<file path="config.mk">
export PLATFORM = sky130hd
export DESIGN_NAME = dcdc_pwm_battery_controller
export DESIGN_NICKNAME = d
export VERILOG_FILES = /design/src/dcdc_pwm_battery_controller.v
export VERILOG_INCLUDE_DIRS = /design/src /design/src/src
export SDC_FILE = /design/constraint.sdc
export NUM_CORES = 1
export LEC_CHECK = 0
export BUFFER_PORTS_ARGS = -buffer_cell sky130_fd_sc_hd__buf_4
export CAP_MARGIN = 20
export CELL_PAD_IN_SITES_DETAIL_PLACEMENT = 1
export CELL_PAD_IN_SITES_GLOBAL_PLACEMENT = 1
export CORE_MARGIN = 5
export CORE_UTILIZATION = 39
export DETAILED_ROUTE_END_ITERATION = 6
export GPL_TIMING_DRIVEN = 1
export HOLD_SLACK_MARGIN = 0.15
export PLACE_DENSITY = 0.72
export SYNTH_ARGS = -nofsm -noshare
export SYNTH_HDL_FRONTEND = slang
export SYNTH_SLANG_ARGS = --single-unit
</file>
<file path="constraint.sdc">
create_clock -name clk -period 6 [get_ports clk]
set_clock_uncertainty 0.15 [all_clocks]
set_input_delay 1.8 -clock clk [delete_from_list [all_inputs] [get_ports clk]]
set_output_delay 1.8 -clock clk [all_outputs]
set_load 0.005 [all_outputs]
</file>
<file path="src/dcdc_pwm_defs.vh">
// register offsets, field positions, reset values and timing for the converter controller
`ifndef DCDC_PWM_DEFS_VH
`define DCDC_PWM_DEFS_VH

`define OFF_POWER_DOWN      8'h0e
`define OFF_IND_DATA_LO     8'h1c
`define OFF_IND_DATA_HI     8'h1d
`define OFF_IND_ADDR        8'h1e
`define OFF_IND_STATUS      8'h1f
`define OFF_HEADROOM_RANGE  8'h42
`define OFF_RING_BATTERY    8'h4a
`define OFF_LOW_BATTERY     8'h4b
`define OFF_PWM_PERIOD      8'h5c
`define OFF_SWITCH_DELAY    8'h5d
`define OFF_PULSE_WIDTH     8'h5e
`define OFF_ENHANCE         8'h6c
`define OFF_LINE_STATE      8'h70

`define IND_HEADROOM_OFFSET 8'h29

`define BIT_POWER_OFF       4
`define BIT_CALIBRATE       7
`define BIT_FAST_ERR        5
`define BIT_AUDIO_FILT      1
`define BIT_HEADROOM_RANGE  0
`define BIT_RINGING         0
`define BIT_TRACK           1
`define BIT_CONST_CURRENT   2

`define RST_POWER_DOWN      8'h10
`define RST_PWM_PERIOD      8'hff
`define RST_SWITCH_DELAY    8'h14
`define RST_RING_BATTERY    8'h32
`define RST_LOW_BATTERY     8'h10
`define RST_HEADROOM_OFFSET 4'h2

`define MIN_OFF_EXTRA       8'h04
`define CAL_CYCLES          8'h40
`define HEADROOM_MAX_NARROW 6'h06
`define HEADROOM_MAX_WIDE   6'h09

`endif

</file>
<file path="src/dcdc_pwm_battery_controller.v">
// pwm controller for the negative battery dc-dc converter with its register file
//
// The address-and-strobe port was left to the implementer.
`timescale 1ns/10ps
`default_nettype none
`include "dcdc_pwm_defs.vh"

module dcdc_pwm_battery_controller #(
  parameter TRANSFORMER_VARIANT = 0
) (
  // clock and reset
  input  wire       clk,
  input  wire       reset_n,
  // register port
  input  wire [7:0] addr,
  input  wire [7:0] wdata,
  input  wire       wr_en,
  input  wire       rd_en,
  output reg  [7:0] rdata,
  // converter pins
  output reg        primary_switch_drive,
  output reg        feedforward_switch_drive,
  input  wire       battery_sense_input,
  input  wire       monitor_high_input,
  input  wire       monitor_low_input,
  // loop voltage level from the linefeed, in 1.5 V steps
  input  wire [5:0] loop_voltage_level
);

  // registers
  reg  [7:0] power_down_ff;
  reg        headroom_range_ff;
  reg  [5:0] ring_battery_ff;
  reg  [5:0] low_battery_ff;
  reg  [7:0] period_ff;
  reg  [4:0] min_off_ff;
  reg        calibrate_ff;
  reg  [7:0] cal_cnt_ff;
  reg        fast_err_ff;
  reg        audio_filt_ff;
  reg  [2:0] line_state_ff;
  reg  [3:0] headroom_offset_ff;
  reg  [7:0] ind_addr_ff;
  reg  [7:0] ind_data_ff;
  reg  [7:0] pulse_width_ff;
  reg  [7:0] count_ff;
  reg        drive_ff;
  reg        overload_ff;
  reg  [1:0] cal_ref_ff;
  reg  [3:0] filt_ff;
  reg  [5:0] target_ff;

  wire       power_off;
  wire       ringing;
  wire       track;
  wire       const_curr;
  assign power_off  = power_down_ff[`BIT_POWER_OFF];
  assign ringing    = line_state_ff[`BIT_RINGING];
  assign track      = line_state_ff[`BIT_TRACK];
  assign const_curr = line_state_ff[`BIT_CONST_CURRENT];

  // battery target in 1.5 V steps of magnitude
  reg  [5:0] headroom;
  reg  [5:0] active_tgt;
  reg  [6:0] sum_tgt;
  reg  [5:0] nxt_target;
  always @* begin
    headroom = {2'h0, headroom_offset_ff};
    if (!headroom_range_ff && headroom > `HEADROOM_MAX_NARROW)
      headroom = `HEADROOM_MAX_NARROW;
    else if (headroom_range_ff && headroom > `HEADROOM_MAX_WIDE)
      headroom = `HEADROOM_MAX_WIDE;
    active_tgt = loop_voltage_level;
    if (const_curr && !track && active_tgt < low_battery_ff)
      active_tgt = low_battery_ff;
    sum_tgt = {1'b0, active_tgt} + {1'b0, headroom};
    if (ringing)
      nxt_target = ring_battery_ff;
    else if (sum_tgt[6])
      nxt_target = 6'h3f;
    else
      nxt_target = sum_tgt[5:0];
  end

  wire period_end = (count_ff == period_ff);
  wire overload   = (monitor_high_input | monitor_low_input) & (cal_cnt_ff == 8'h00);
  // audio filter: all four of the last four period samples, or three of them including the newest
  wire [2:0] filt_sum = {2'h0, filt_ff[0]} + {2'h0, filt_ff[1]} +
                        {2'h0, filt_ff[2]} + {2'h0, filt_ff[3]};
  wire below = audio_filt_ff ? filt_sum[2] | (filt_sum == 3'h3) & filt_ff[0]
                             : battery_sense_input;
  // off time is field plus four; width must leave room for it
  wire [7:0] off_time  = {3'h0, min_off_ff} + `MIN_OFF_EXTRA;
  wire [7:0] max_width = (period_ff > off_time) ? period_ff - off_time : 8'h00;
  wire [7:0] step      = fast_err_ff ? ((filt_sum[2] ? 8'h08 : 8'h02)) : 8'h01;

  reg  [7:0] nxt_width;
  always @* begin
    nxt_width = pulse_width_ff;
    if (below) begin
      if (pulse_width_ff > max_width - step || max_width < step)
        nxt_width = max_width;
      else
        nxt_width = pulse_width_ff + step;
    end else begin
      if (pulse_width_ff < step)
        nxt_width = 8'h00;
      else
        nxt_width = pulse_width_ff - step;
    end
    if (nxt_width > max_width)
      nxt_width = max_width;
  end

  // period counter; held at zero while off so switching restarts on a clean period
  always @(posedge clk or negedge reset_n) begin
    if (!reset_n) begin
      count_ff <= 8'h00;
    end else if (power_off) begin
      count_ff <= 8'h00;
    end else if (period_end) begin
      count_ff <= 8'h00;
    end else begin
      count_ff <= count_ff + 8'h01;
    end
  end

  // sense history and target keep their values while off, so a restart resumes near them
  always @(posedge clk or negedge reset_n) begin
    if (!reset_n) begin
      filt_ff   <= 4'h0;
      target_ff <= 6'h00;
    end else if (!power_off) begin
      target_ff <= nxt_target;
      if (period_end)
        filt_ff <= {filt_ff[2:0], battery_sense_input};
    end
  end

  // pulse width only moves at a period boundary, except that it is cleared while off
  always @(posedge clk or negedge reset_n) begin
    if (!reset_n) begin
      pulse_width_ff <= 8'h00;
    end else if (power_off) begin
      pulse_width_ff <= 8'h00;
    end else if (period_end) begin
      pulse_width_ff <= nxt_width;
    end
  end

  // switch drive and overload latch
  always @(posedge clk or negedge reset_n) begin
    if (!reset_n) begin
      drive_ff    <= 1'b0;
      overload_ff <= 1'b0;
    end else if (power_off) begin
      drive_ff    <= 1'b0;
      overload_ff <= 1'b0;
    end else if (period_end) begin
      overload_ff <= overload;
      drive_ff    <= (nxt_width != 8'h00) && !overload;
    end else begin
      if (overload)
        overload_ff <= 1'b1;
      if (overload || count_ff + 8'h01 >= pulse_width_ff)
        drive_ff <= 1'b0;
    end
  end

  // outputs; the transformer part drives the switch from feed-forward only
  always @(posedge clk or negedge reset_n) begin
    if (!reset_n) begin
      primary_switch_drive     <= 1'b0;
      feedforward_switch_drive <= TRANSFORMER_VARIANT ? 1'b0 : 1'b1;
    end else if (TRANSFORMER_VARIANT != 0) begin
      primary_switch_drive     <= 1'b0;
      feedforward_switch_drive <= drive_ff & !overload;
    end else begin
      primary_switch_drive     <= drive_ff & !overload;
      feedforward_switch_drive <= !(drive_ff & !overload);
    end
  end

  // register writes
  always @(posedge clk or negedge reset_n) begin
    if (!reset_n) begin
      power_down_ff      <= `RST_POWER_DOWN;
      headroom_range_ff  <= 1'b0;
      ring_battery_ff    <= 6'h32;
      low_battery_ff     <= 6'h10;
      period_ff          <= `RST_PWM_PERIOD;
      min_off_ff         <= 5'h14;
      calibrate_ff       <= 1'b0;
      cal_cnt_ff         <= 8'h00;
      fast_err_ff        <= 1'b0;
      audio_filt_ff      <= 1'b0;
      line_state_ff      <= 3'h2;
      headroom_offset_ff <= `RST_HEADROOM_OFFSET;
      ind_addr_ff        <= 8'h00;
      ind_data_ff        <= 8'h00;
      cal_ref_ff         <= 2'h0;
    end else begin
      // calibration runs a fixed window while monitor inputs are ignored
      if (cal_cnt_ff != 8'h00) begin
        cal_cnt_ff <= cal_cnt_ff - 8'h01;
        cal_ref_ff <= {monitor_high_input, monitor_low_input};
        if (cal_cnt_ff == 8'h01)
          calibrate_ff <= 1'b0;
      end
      if (wr_en) begin
        case (addr)
          `OFF_POWER_DOWN: begin
            power_down_ff <= wdata;
          end
          `OFF_HEADROOM_RANGE: begin
            headroom_range_ff <= wdata[`BIT_HEADROOM_RANGE];
          end
          `OFF_RING_BATTERY: begin
            ring_battery_ff <= wdata[5:0];
          end
          `OFF_LOW_BATTERY: begin
            low_battery_ff <= wdata[5:0];
          end
          `OFF_PWM_PERIOD: begin
            period_ff <= wdata;
          end
          `OFF_SWITCH_DELAY: begin
            min_off_ff <= wdata[4:0];
            if (wdata[`BIT_CALIBRATE] && !power_off) begin
              calibrate_ff <= 1'b1;
              cal_cnt_ff   <= `CAL_CYCLES;
            end
          end
          `OFF_ENHANCE: begin
            fast_err_ff   <= wdata[`BIT_FAST_ERR];
            audio_filt_ff <= wdata[`BIT_AUDIO_FILT];
          end
          `OFF_LINE_STATE: begin
            line_state_ff <= wdata[2:0];
          end
          `OFF_IND_DATA_LO: begin
            ind_data_ff <= wdata;
          end
          `OFF_IND_ADDR: begin
            ind_addr_ff <= wdata;
            if (wdata == `IND_HEADROOM_OFFSET)
              headroom_offset_ff <= ind_data_ff[3:0];
          end
          default: ;
        endcase
      end
    end
  end

  // register reads, one cycle later; unmapped reads return zero so that
  // software probing the map never sees a neighbour's stale value
  reg  [7:0] nxt_rdata;
  always @* begin
    nxt_rdata = 8'h00;
    case (addr)
      `OFF_POWER_DOWN: begin
        nxt_rdata = power_down_ff;
      end
      `OFF_HEADROOM_RANGE: begin
        nxt_rdata = {7'h00, headroom_range_ff};
      end
      `OFF_RING_BATTERY: begin
        nxt_rdata = {2'h0, ring_battery_ff};
      end
      `OFF_LOW_BATTERY: begin
        nxt_rdata = {2'h0, low_battery_ff};
      end
      `OFF_PWM_PERIOD: begin
        nxt_rdata = period_ff;
      end
      `OFF_SWITCH_DELAY: begin
        nxt_rdata = {calibrate_ff, 2'h0, min_off_ff};
      end
      `OFF_PULSE_WIDTH: begin
        nxt_rdata = pulse_width_ff;
      end
      `OFF_ENHANCE: begin
        nxt_rdata = {2'h0, fast_err_ff, 3'h0, audio_filt_ff, 1'b0};
      end
      `OFF_LINE_STATE: begin
        nxt_rdata = {2'h0, target_ff} | {line_state_ff, 5'h00};
      end
      `OFF_IND_DATA_LO: begin
        if (ind_addr_ff == `IND_HEADROOM_OFFSET)
          nxt_rdata = {4'h0, headroom_offset_ff};
      end
      `OFF_IND_DATA_HI: begin
        nxt_rdata = 8'h00;
      end
      `OFF_IND_ADDR: begin
        nxt_rdata = ind_addr_ff;
      end
      `OFF_IND_STATUS: begin
        nxt_rdata = 8'h00;
      end
      default: begin
        nxt_rdata = 8'h00;
      end
    endcase
  end

  // read data holds between reads
  always @(posedge clk or negedge reset_n) begin
    if (!reset_n) begin
      rdata <= 8'h00;
    end else if (rd_en) begin
      rdata <= nxt_rdata;
    end
  end

endmodule
`default_nettype wire

</file>
# == Word-level counts from Yosys, hierarchy flattened ==
# Index checks and enable logic that the tools add are counted.
# totals
output_inout_bits,10
mem_bits_ro,0
word_cells,126
latch_bits,0
inputBits,29
ramBits,0
n_memories,0
ff_bits,101
# classes
reduce_logical,30
n_addsub,11
eq_ne,16
n_bitwise,7
shift,0
mul,0
magnitude_cmp,9
mux,31
div,0
# op_table
op,count
$mux 8,13
$pmux 8 s11,1
$eq 8x7->1 const B,8
$mux 6,4
$reduce_and 2->1,11
$eq 8x5->1 const B,2
$eq 8x6->1 const B,2
$gt 8x8->1,2
$lt 8x4->1,2
$mux 4,4
$reduce_bool 8->1,2
$sub 8x4->8,2
$mux 1,9
$add 8x1->8 const B,1
$add 8x4->8,1
$eq 8x1->1 const B,1
$eq 8x4->1 const B,1
$eq 8x8->1,1
$ge 8x8->1,1
$gt 8x6->1,1
$logic_not 8->1,1
$or 6x8->8,1
$sub 8x1->8 const B,1
$sub 8x6->8,1
other kinds (18),31

# == Logic depth before layout (Yosys ltp) ==
# depth
depth_word,16
depth_mapped,33
depth_no_buf,33

# == Worst setup path before layout ==
# OpenSTA, ideal clock, no wires.
# synth_timing
path_kind,register to register
from,register min_off_ff[2]
to,register pulse_width_ff[5]
slack_ps,-678
setup_ps,79
required_ps,5771
path_stages_with_launch,32
arrival_ps,6449
synth_period_minus_slack_ps,6678
path_cell_list,dfstp_2 > nand3_1 > ha_1 > a21oi_1 > o211ai_1 > a211oi_1 > nor2_1 > inv_1 > ha_1 > fa_1 > o22ai_1 > a311oi_1 > o211ai_1 > xnor2_1 > ha_1 > nand4_1 > nor2_1 > a21oi_1 > nor2_2 > o21ai_1 > nor2_1 > a21oi_1 > o21ai_0 > ha_1 > a21o_1 > a221oi_1 > o211ai_1 > nand2_1 > o21ai_0 > and2_1 > or4b_1 > a21oi_1
# synth_between
elab_chain_len,12
word_cells_on_any_way,14
cone_classes,add/sub (3); order compare (4); mux (6); reduce/logical (1)
# synth_rtl
item,line_no,text
"start, declared",dcdc_pwm_battery_controller.v:36,reg [4:0] min_off_ff;
"start signal, assigned",dcdc_pwm_battery_controller.v:228,min_off_ff <= wdata[4:0];
$add 5x3->6 (no line) (*),n/a,
$sub 8x6->8 or $gt 8x6->1 (tied branches),dcdc_pwm_battery_controller.v:94,wire [7:0] max_width = (period_ff > off_time) ? period_ff - off_time : 8'h00;
$mux 8 (*),dcdc_pwm_battery_controller.v:94,
$sub 8x4->8,dcdc_pwm_battery_controller.v:101,if (pulse_width_ff > max_width - step || max_width < step)
$gt 8x8->1,dcdc_pwm_battery_controller.v:101,
$logic_or 1x1->1,dcdc_pwm_battery_controller.v:101,
$mux 8,dcdc_pwm_battery_controller.v:101,
$mux 8,dcdc_pwm_battery_controller.v:100,if (below) begin
$gt 8x8->1,dcdc_pwm_battery_controller.v:111,if (nxt_width > max_width)
$mux 8 (*),dcdc_pwm_battery_controller.v:111,
$mux 8 (*),dcdc_pwm_battery_controller.v:146,end else if (period_end) begin
$mux 8 (*),dcdc_pwm_battery_controller.v:144,end else if (power_off) begin
"end signal, assigned",dcdc_pwm_battery_controller.v:147,pulse_width_ff <= nxt_width;
"end, declared",dcdc_pwm_battery_controller.v:45,reg [7:0] pulse_width_ff;
# Mark *: on every way between the ends. The rest lies on a longest branch, timed or not. The select of a mux whose other input is x is not followed.
# A chain may end at the register's enable or synchronous reset.

# == Worst setup path after layout ==
# layout_timing
from,register min_off_ff[2]
to,register drive_ff
# layout_between
elab_chain_len,14
word_cells_on_any_way,16
cone_classes,add/sub (3); order compare (4); mux (6); reduce/logical (3)
# layout_rtl
item,line_no,text
$add 5x3->6 (no line) (*),n/a,
$sub 8x6->8 or $gt 8x6->1 (tied branches),dcdc_pwm_battery_controller.v:94,
$mux 8 (*),dcdc_pwm_battery_controller.v:94,
$sub 8x4->8,dcdc_pwm_battery_controller.v:101,
$gt 8x8->1,dcdc_pwm_battery_controller.v:101,
$logic_or 1x1->1,dcdc_pwm_battery_controller.v:101,
$mux 8,dcdc_pwm_battery_controller.v:101,
$mux 8,dcdc_pwm_battery_controller.v:100,
$gt 8x8->1,dcdc_pwm_battery_controller.v:111,
$mux 8 (*),dcdc_pwm_battery_controller.v:111,
$reduce_bool 8->1 (*),dcdc_pwm_battery_controller.v:161,drive_ff <= (nxt_width != 8'h00) && !overload;
$logic_and 1x1->1 (*),dcdc_pwm_battery_controller.v:161,
$mux 1 (*),dcdc_pwm_battery_controller.v:159,end else if (period_end) begin
$mux 1 (*),dcdc_pwm_battery_controller.v:156,end else if (power_off) begin
"end signal, assigned",dcdc_pwm_battery_controller.v:161,
"end, declared",dcdc_pwm_battery_controller.v:47,reg drive_ff;
# Mark *: on every way between the ends. The rest lies on a longest branch, timed or not.

==> impl_results.md <==
* Status: finished with violations
* Failing checks: negative setup slack
* RR Endpoint: drive_ff$_DFFE_PN0P_
* Wire length per cell at 22.4 um
* Syn avg cell area at 9.58 um^2
* First-pass GRT wire length at 39000 um
* Setup TNS at -5.84 ns
* Dpl ws at -0.840 ns
* Int Power at 2.48 mW
* Remaining global-route overflow at 0
* CP max-delay cell: dfstp_2
* Total Routed Length at 25000 um
* PortBufs at 38
* Netlist cell types at 77
* Post-synth EDFFs at 0
* Setup CP Type: flop to flop
* Lkg Pwr at 4.17 nW
* WHS Endpoint: feedforward_switch_drive$_DFF_PN1_
* TritonCTS clock tree: yes
* Die Ht at 146 um
* P&R area growth vs syn at 27.1%
* Largest net degree at the start of global routing at 77
* Via-per-instance ratio at 5.93
* Slew HR at 34.1%
* Placed cell areas at 0.00832 mm^2
* Fill count at 2050
* Predominant post-synthesis flop cell: dfrtp_1
* Synth warn at 0
* Slew of the pin with the lowest slew margin at 0.986 ns
* Critical path launch point: min_off_ff[2]$_DFFE_PN1P_
* CTS Hold Bufs at 0
* P_sw at 1.81 mW
* Xor/xnor cell area share of the yosys netlist at 4.59%
* Diodes inserted at 0
* Simple-Gate Fraction of Synth Area at 17.3%
* Final setup margin at -0.793 ns
* Clock slew at reported path FFs at 0.07 ns
* Syn Nets at 847
* Vias at 6622
* Yosys reg bits at 101
* Router iterations before antenna repair at 5
* Post-Syn Instances at 756
* Net count, final at 973
* RSZ-0062 raised after global routing: true
* Final Cell Area at 0.00921 mm^2
* Peak VDD IR at 0.000203 V
* Clk sink count at 101
* Clock tree buffer depth at 2
* Setup Viol. Count Final at 9
* Clk root buf: clkbuf_16
* Reg-to-reg slack, setup at -0.79 ns
* Clk_lat worst skew at 0.35 ns
* Fin crit period at 6.79 ns
* WHS at 0.246 ns
* Die area at 0.0214 mm^2
* Slowest stage delay, CP at 0.58 ns
* Max-cap violations at 0
* Power Dens Cells at 466 mW/mm^2
* Initial core utilization at 39.9%
* Tcrit/Tclk final at 113%
* Initial antenna violation count at 0
* Post-synth ARST share at 100%
* Largest family of logic cells by synthesized area: simple AND/OR/NAND/NOR gates
* Combinational power share at 62.3%
* Hold Path Class: flop to flop
* Most frequent cells in the layout: buf_4, dfrtp_1, mux2_2
* CP Launch Type: flop
* Synth Area in Compound Gates at 17.3%
* Sw frac at 42.3%
* Final Max Slew Viols at 0
* Drc violations at 0
* Seq pwr share at 22.7%
* Reg2reg path depth at 33
* Hold Path Origin: drive_ff$_DFFE_PN0P_
* Mapped Area at 0.00725 mm^2
* Number of top-level pins at 39
* Final hold violations at 0
* FMAX at 147 MHz
* Gr usage total at 22.8%
* GPL Wtd Cong at 0.904
* Post-synthesis adder-cell area fraction at 11.3%
* Most used cell, CP: buf_4
* Dpl hpwl at 18600 um
* Worst path arrival time at 6.85 ns
* Starting DRT DRC Count at 438
* Inserted Clock Buffers at 9
* Vias in the first global route at 7165
* Final ANT Viol Nets at 0
* Site Rows at 49
* Die X-Extent at 146 um
* Multiplexer share of the synthesized area at 10.1%
* Hold Path Cell Cnt at 1
* Layout cells sized above 1 at 35.9%
* Commonest non-fill, non-tap cell in the layout: buf_4
* Worst-path fanout max at 5
* Final core utilization at 50.7%
* Sequential area share after synthesis at 35.2%
* Clock share of power at 15.1%
* H-tree lvl count at 3
* Critical Path Sink Type: flop
* FF-to-FF Start: min_off_ff[2]$_DFFE_PN1P_
* CORE AREA at 0.0181 mm^2
* Req. time, crit path at 6.06 ns
[worst max path at each step]
stage,slack (ns),cells after the start,end
floorplan,-0.41,32,pulse_width_ff[5]$_DFFE_PN0P_
global placement,-0.43,32,drive_ff$_DFFE_PN0P_
detailed placement,-0.84,29,drive_ff$_DFFE_PN0P_
CTS,-0.43,31,drive_ff$_DFFE_PN0P_
global route,-1.16,33,drive_ff$_DFFE_PN0P_
finish,-0.79,33,drive_ff$_DFFE_PN0P_
[logic make-up after synthesis]
kind of cell             Yosys count
flip-flops                       101
buffers and inverters             69
adder cells (fa/ha/maj)           62
XOR/XNOR                          38
multiplexers                      66
AND/OR/NAND/NOR                  239
AO/OA/AOI/OAI                    181
[power by group through the flow]
stage / clock network (mW) / registers, mW / logic [mW]
6_report: 0.645 / 0.972 / 2.67
5_1_grt: 0.682 / 0.988 / 2.87
4_1_cts: 0.656 / 0.971 / 2.43
3_5_place_dp: 0 / 0.981 / 2.01
3_3_place_gp: 0 / 0.970 / 1.91
2_1_floorplan: 0 / 0.897 / 1.32
[Yosys cell counts, types with 5 or more instances]
library cell	n	area [um^2]
a211oi_1	9	67.6
a21o_1	17	128
a21oi_1	36	180
a221oi_1	7	61.3
a22o_1	6	52.6
a22oi_1	12	90.1
and2_1	7	43.8
and3_1	5	31.3
clkbuf_1	12	45.0
dfrtp_1	83	2080
dfstp_2	18	473
fa_1	6	120
ha_1	56	701
inv_1	49	184
mux2_2	58	653
mux2i_1	8	80.1
nand2_1	57	214
nand2b_1	10	62.6
nand3_1	24	120
nand4_1	9	56.3
nor2_1	53	199
nor2b_1	17	106
nor3_1	11	55.1
nor3b_1	7	52.6
nor4_1	5	31.3
o211ai_1	9	67.6
o21ai_0	33	165
o22ai_1	12	75.1
xnor2_1	29	254
xor2_1	9	78.8
[stage by stage]
stage,power [mW],cells
2_1_floorplan,2.22,756
3_3_place_gp,2.88,1077
3_5_place_dp,2.99,1077
4_1_cts,4.05,1106
5_1_grt,4.54,1116
6_report,4.29,1116
[cell type report]
type	instances	area [um^2]	area share (%)
clock inverter	6	93.8	1.02
timing repair buffer	134	1040	11.3
inverter	50	190	2.07
multi-input combinational	586	4820	52.3
clock buffer	10	229	2.49
tap	229	287	3.11
sequential	101	2550	27.7
[state kept, by name (all words and copies together), names as in the netlist]
signal and count:
feedforward_switch_drive 1, ind_addr_ff 8, ind_data_ff 4, primary_switch_drive 1
period_ff 8, ring_battery_ff 6, rdata 8, fast_err_ff 1
count_ff 8, audio_filt_ff 1, pulse_width_ff 8, power_down_ff 8
line_state_ff 3, calibrate_ff 1, min_off_ff 5, filt_ff 4
cal_cnt_ff 8, headroom_offset_ff 4, low_battery_ff 6, target_ff 6
headroom_range_ff 1, drive_ff 1
[critical path, delay by kind of cell, from the launching register on]
family | cells | cell delay (ns)
XOR/XNOR | 2 | 0.23
buffers and inverters | 6 | 0.88
AND/OR/NAND/NOR | 6 | 0.97
AO/OA/AOI/OAI | 12 | 2.01
adder cells (fa/ha/maj) | 6 | 1.67
multiplexers | 1 | 0.14
flip-flops | 1 | 0.58
[metal layers]
layer | GRT usage [%] | up-vias | share of wire (%)
met4 | 4.37 | 0 | 1.1
li1 | - | 3007 | -
met2 | 39.9 | 163 | 51
met5 | 0 | - | 0
met3 | 4.34 | 23 | 4.7
met1 | 29.5 | 3429 | 43
[repair_timing]
item                                    4_1_cts  5_1_grt
endpoints found under the setup margin        9        9
resized for setup                            58       22
setup buffers                                14        9
pin swaps                                    44       26
Note: power is estimated with default switching activity, not from simulation.
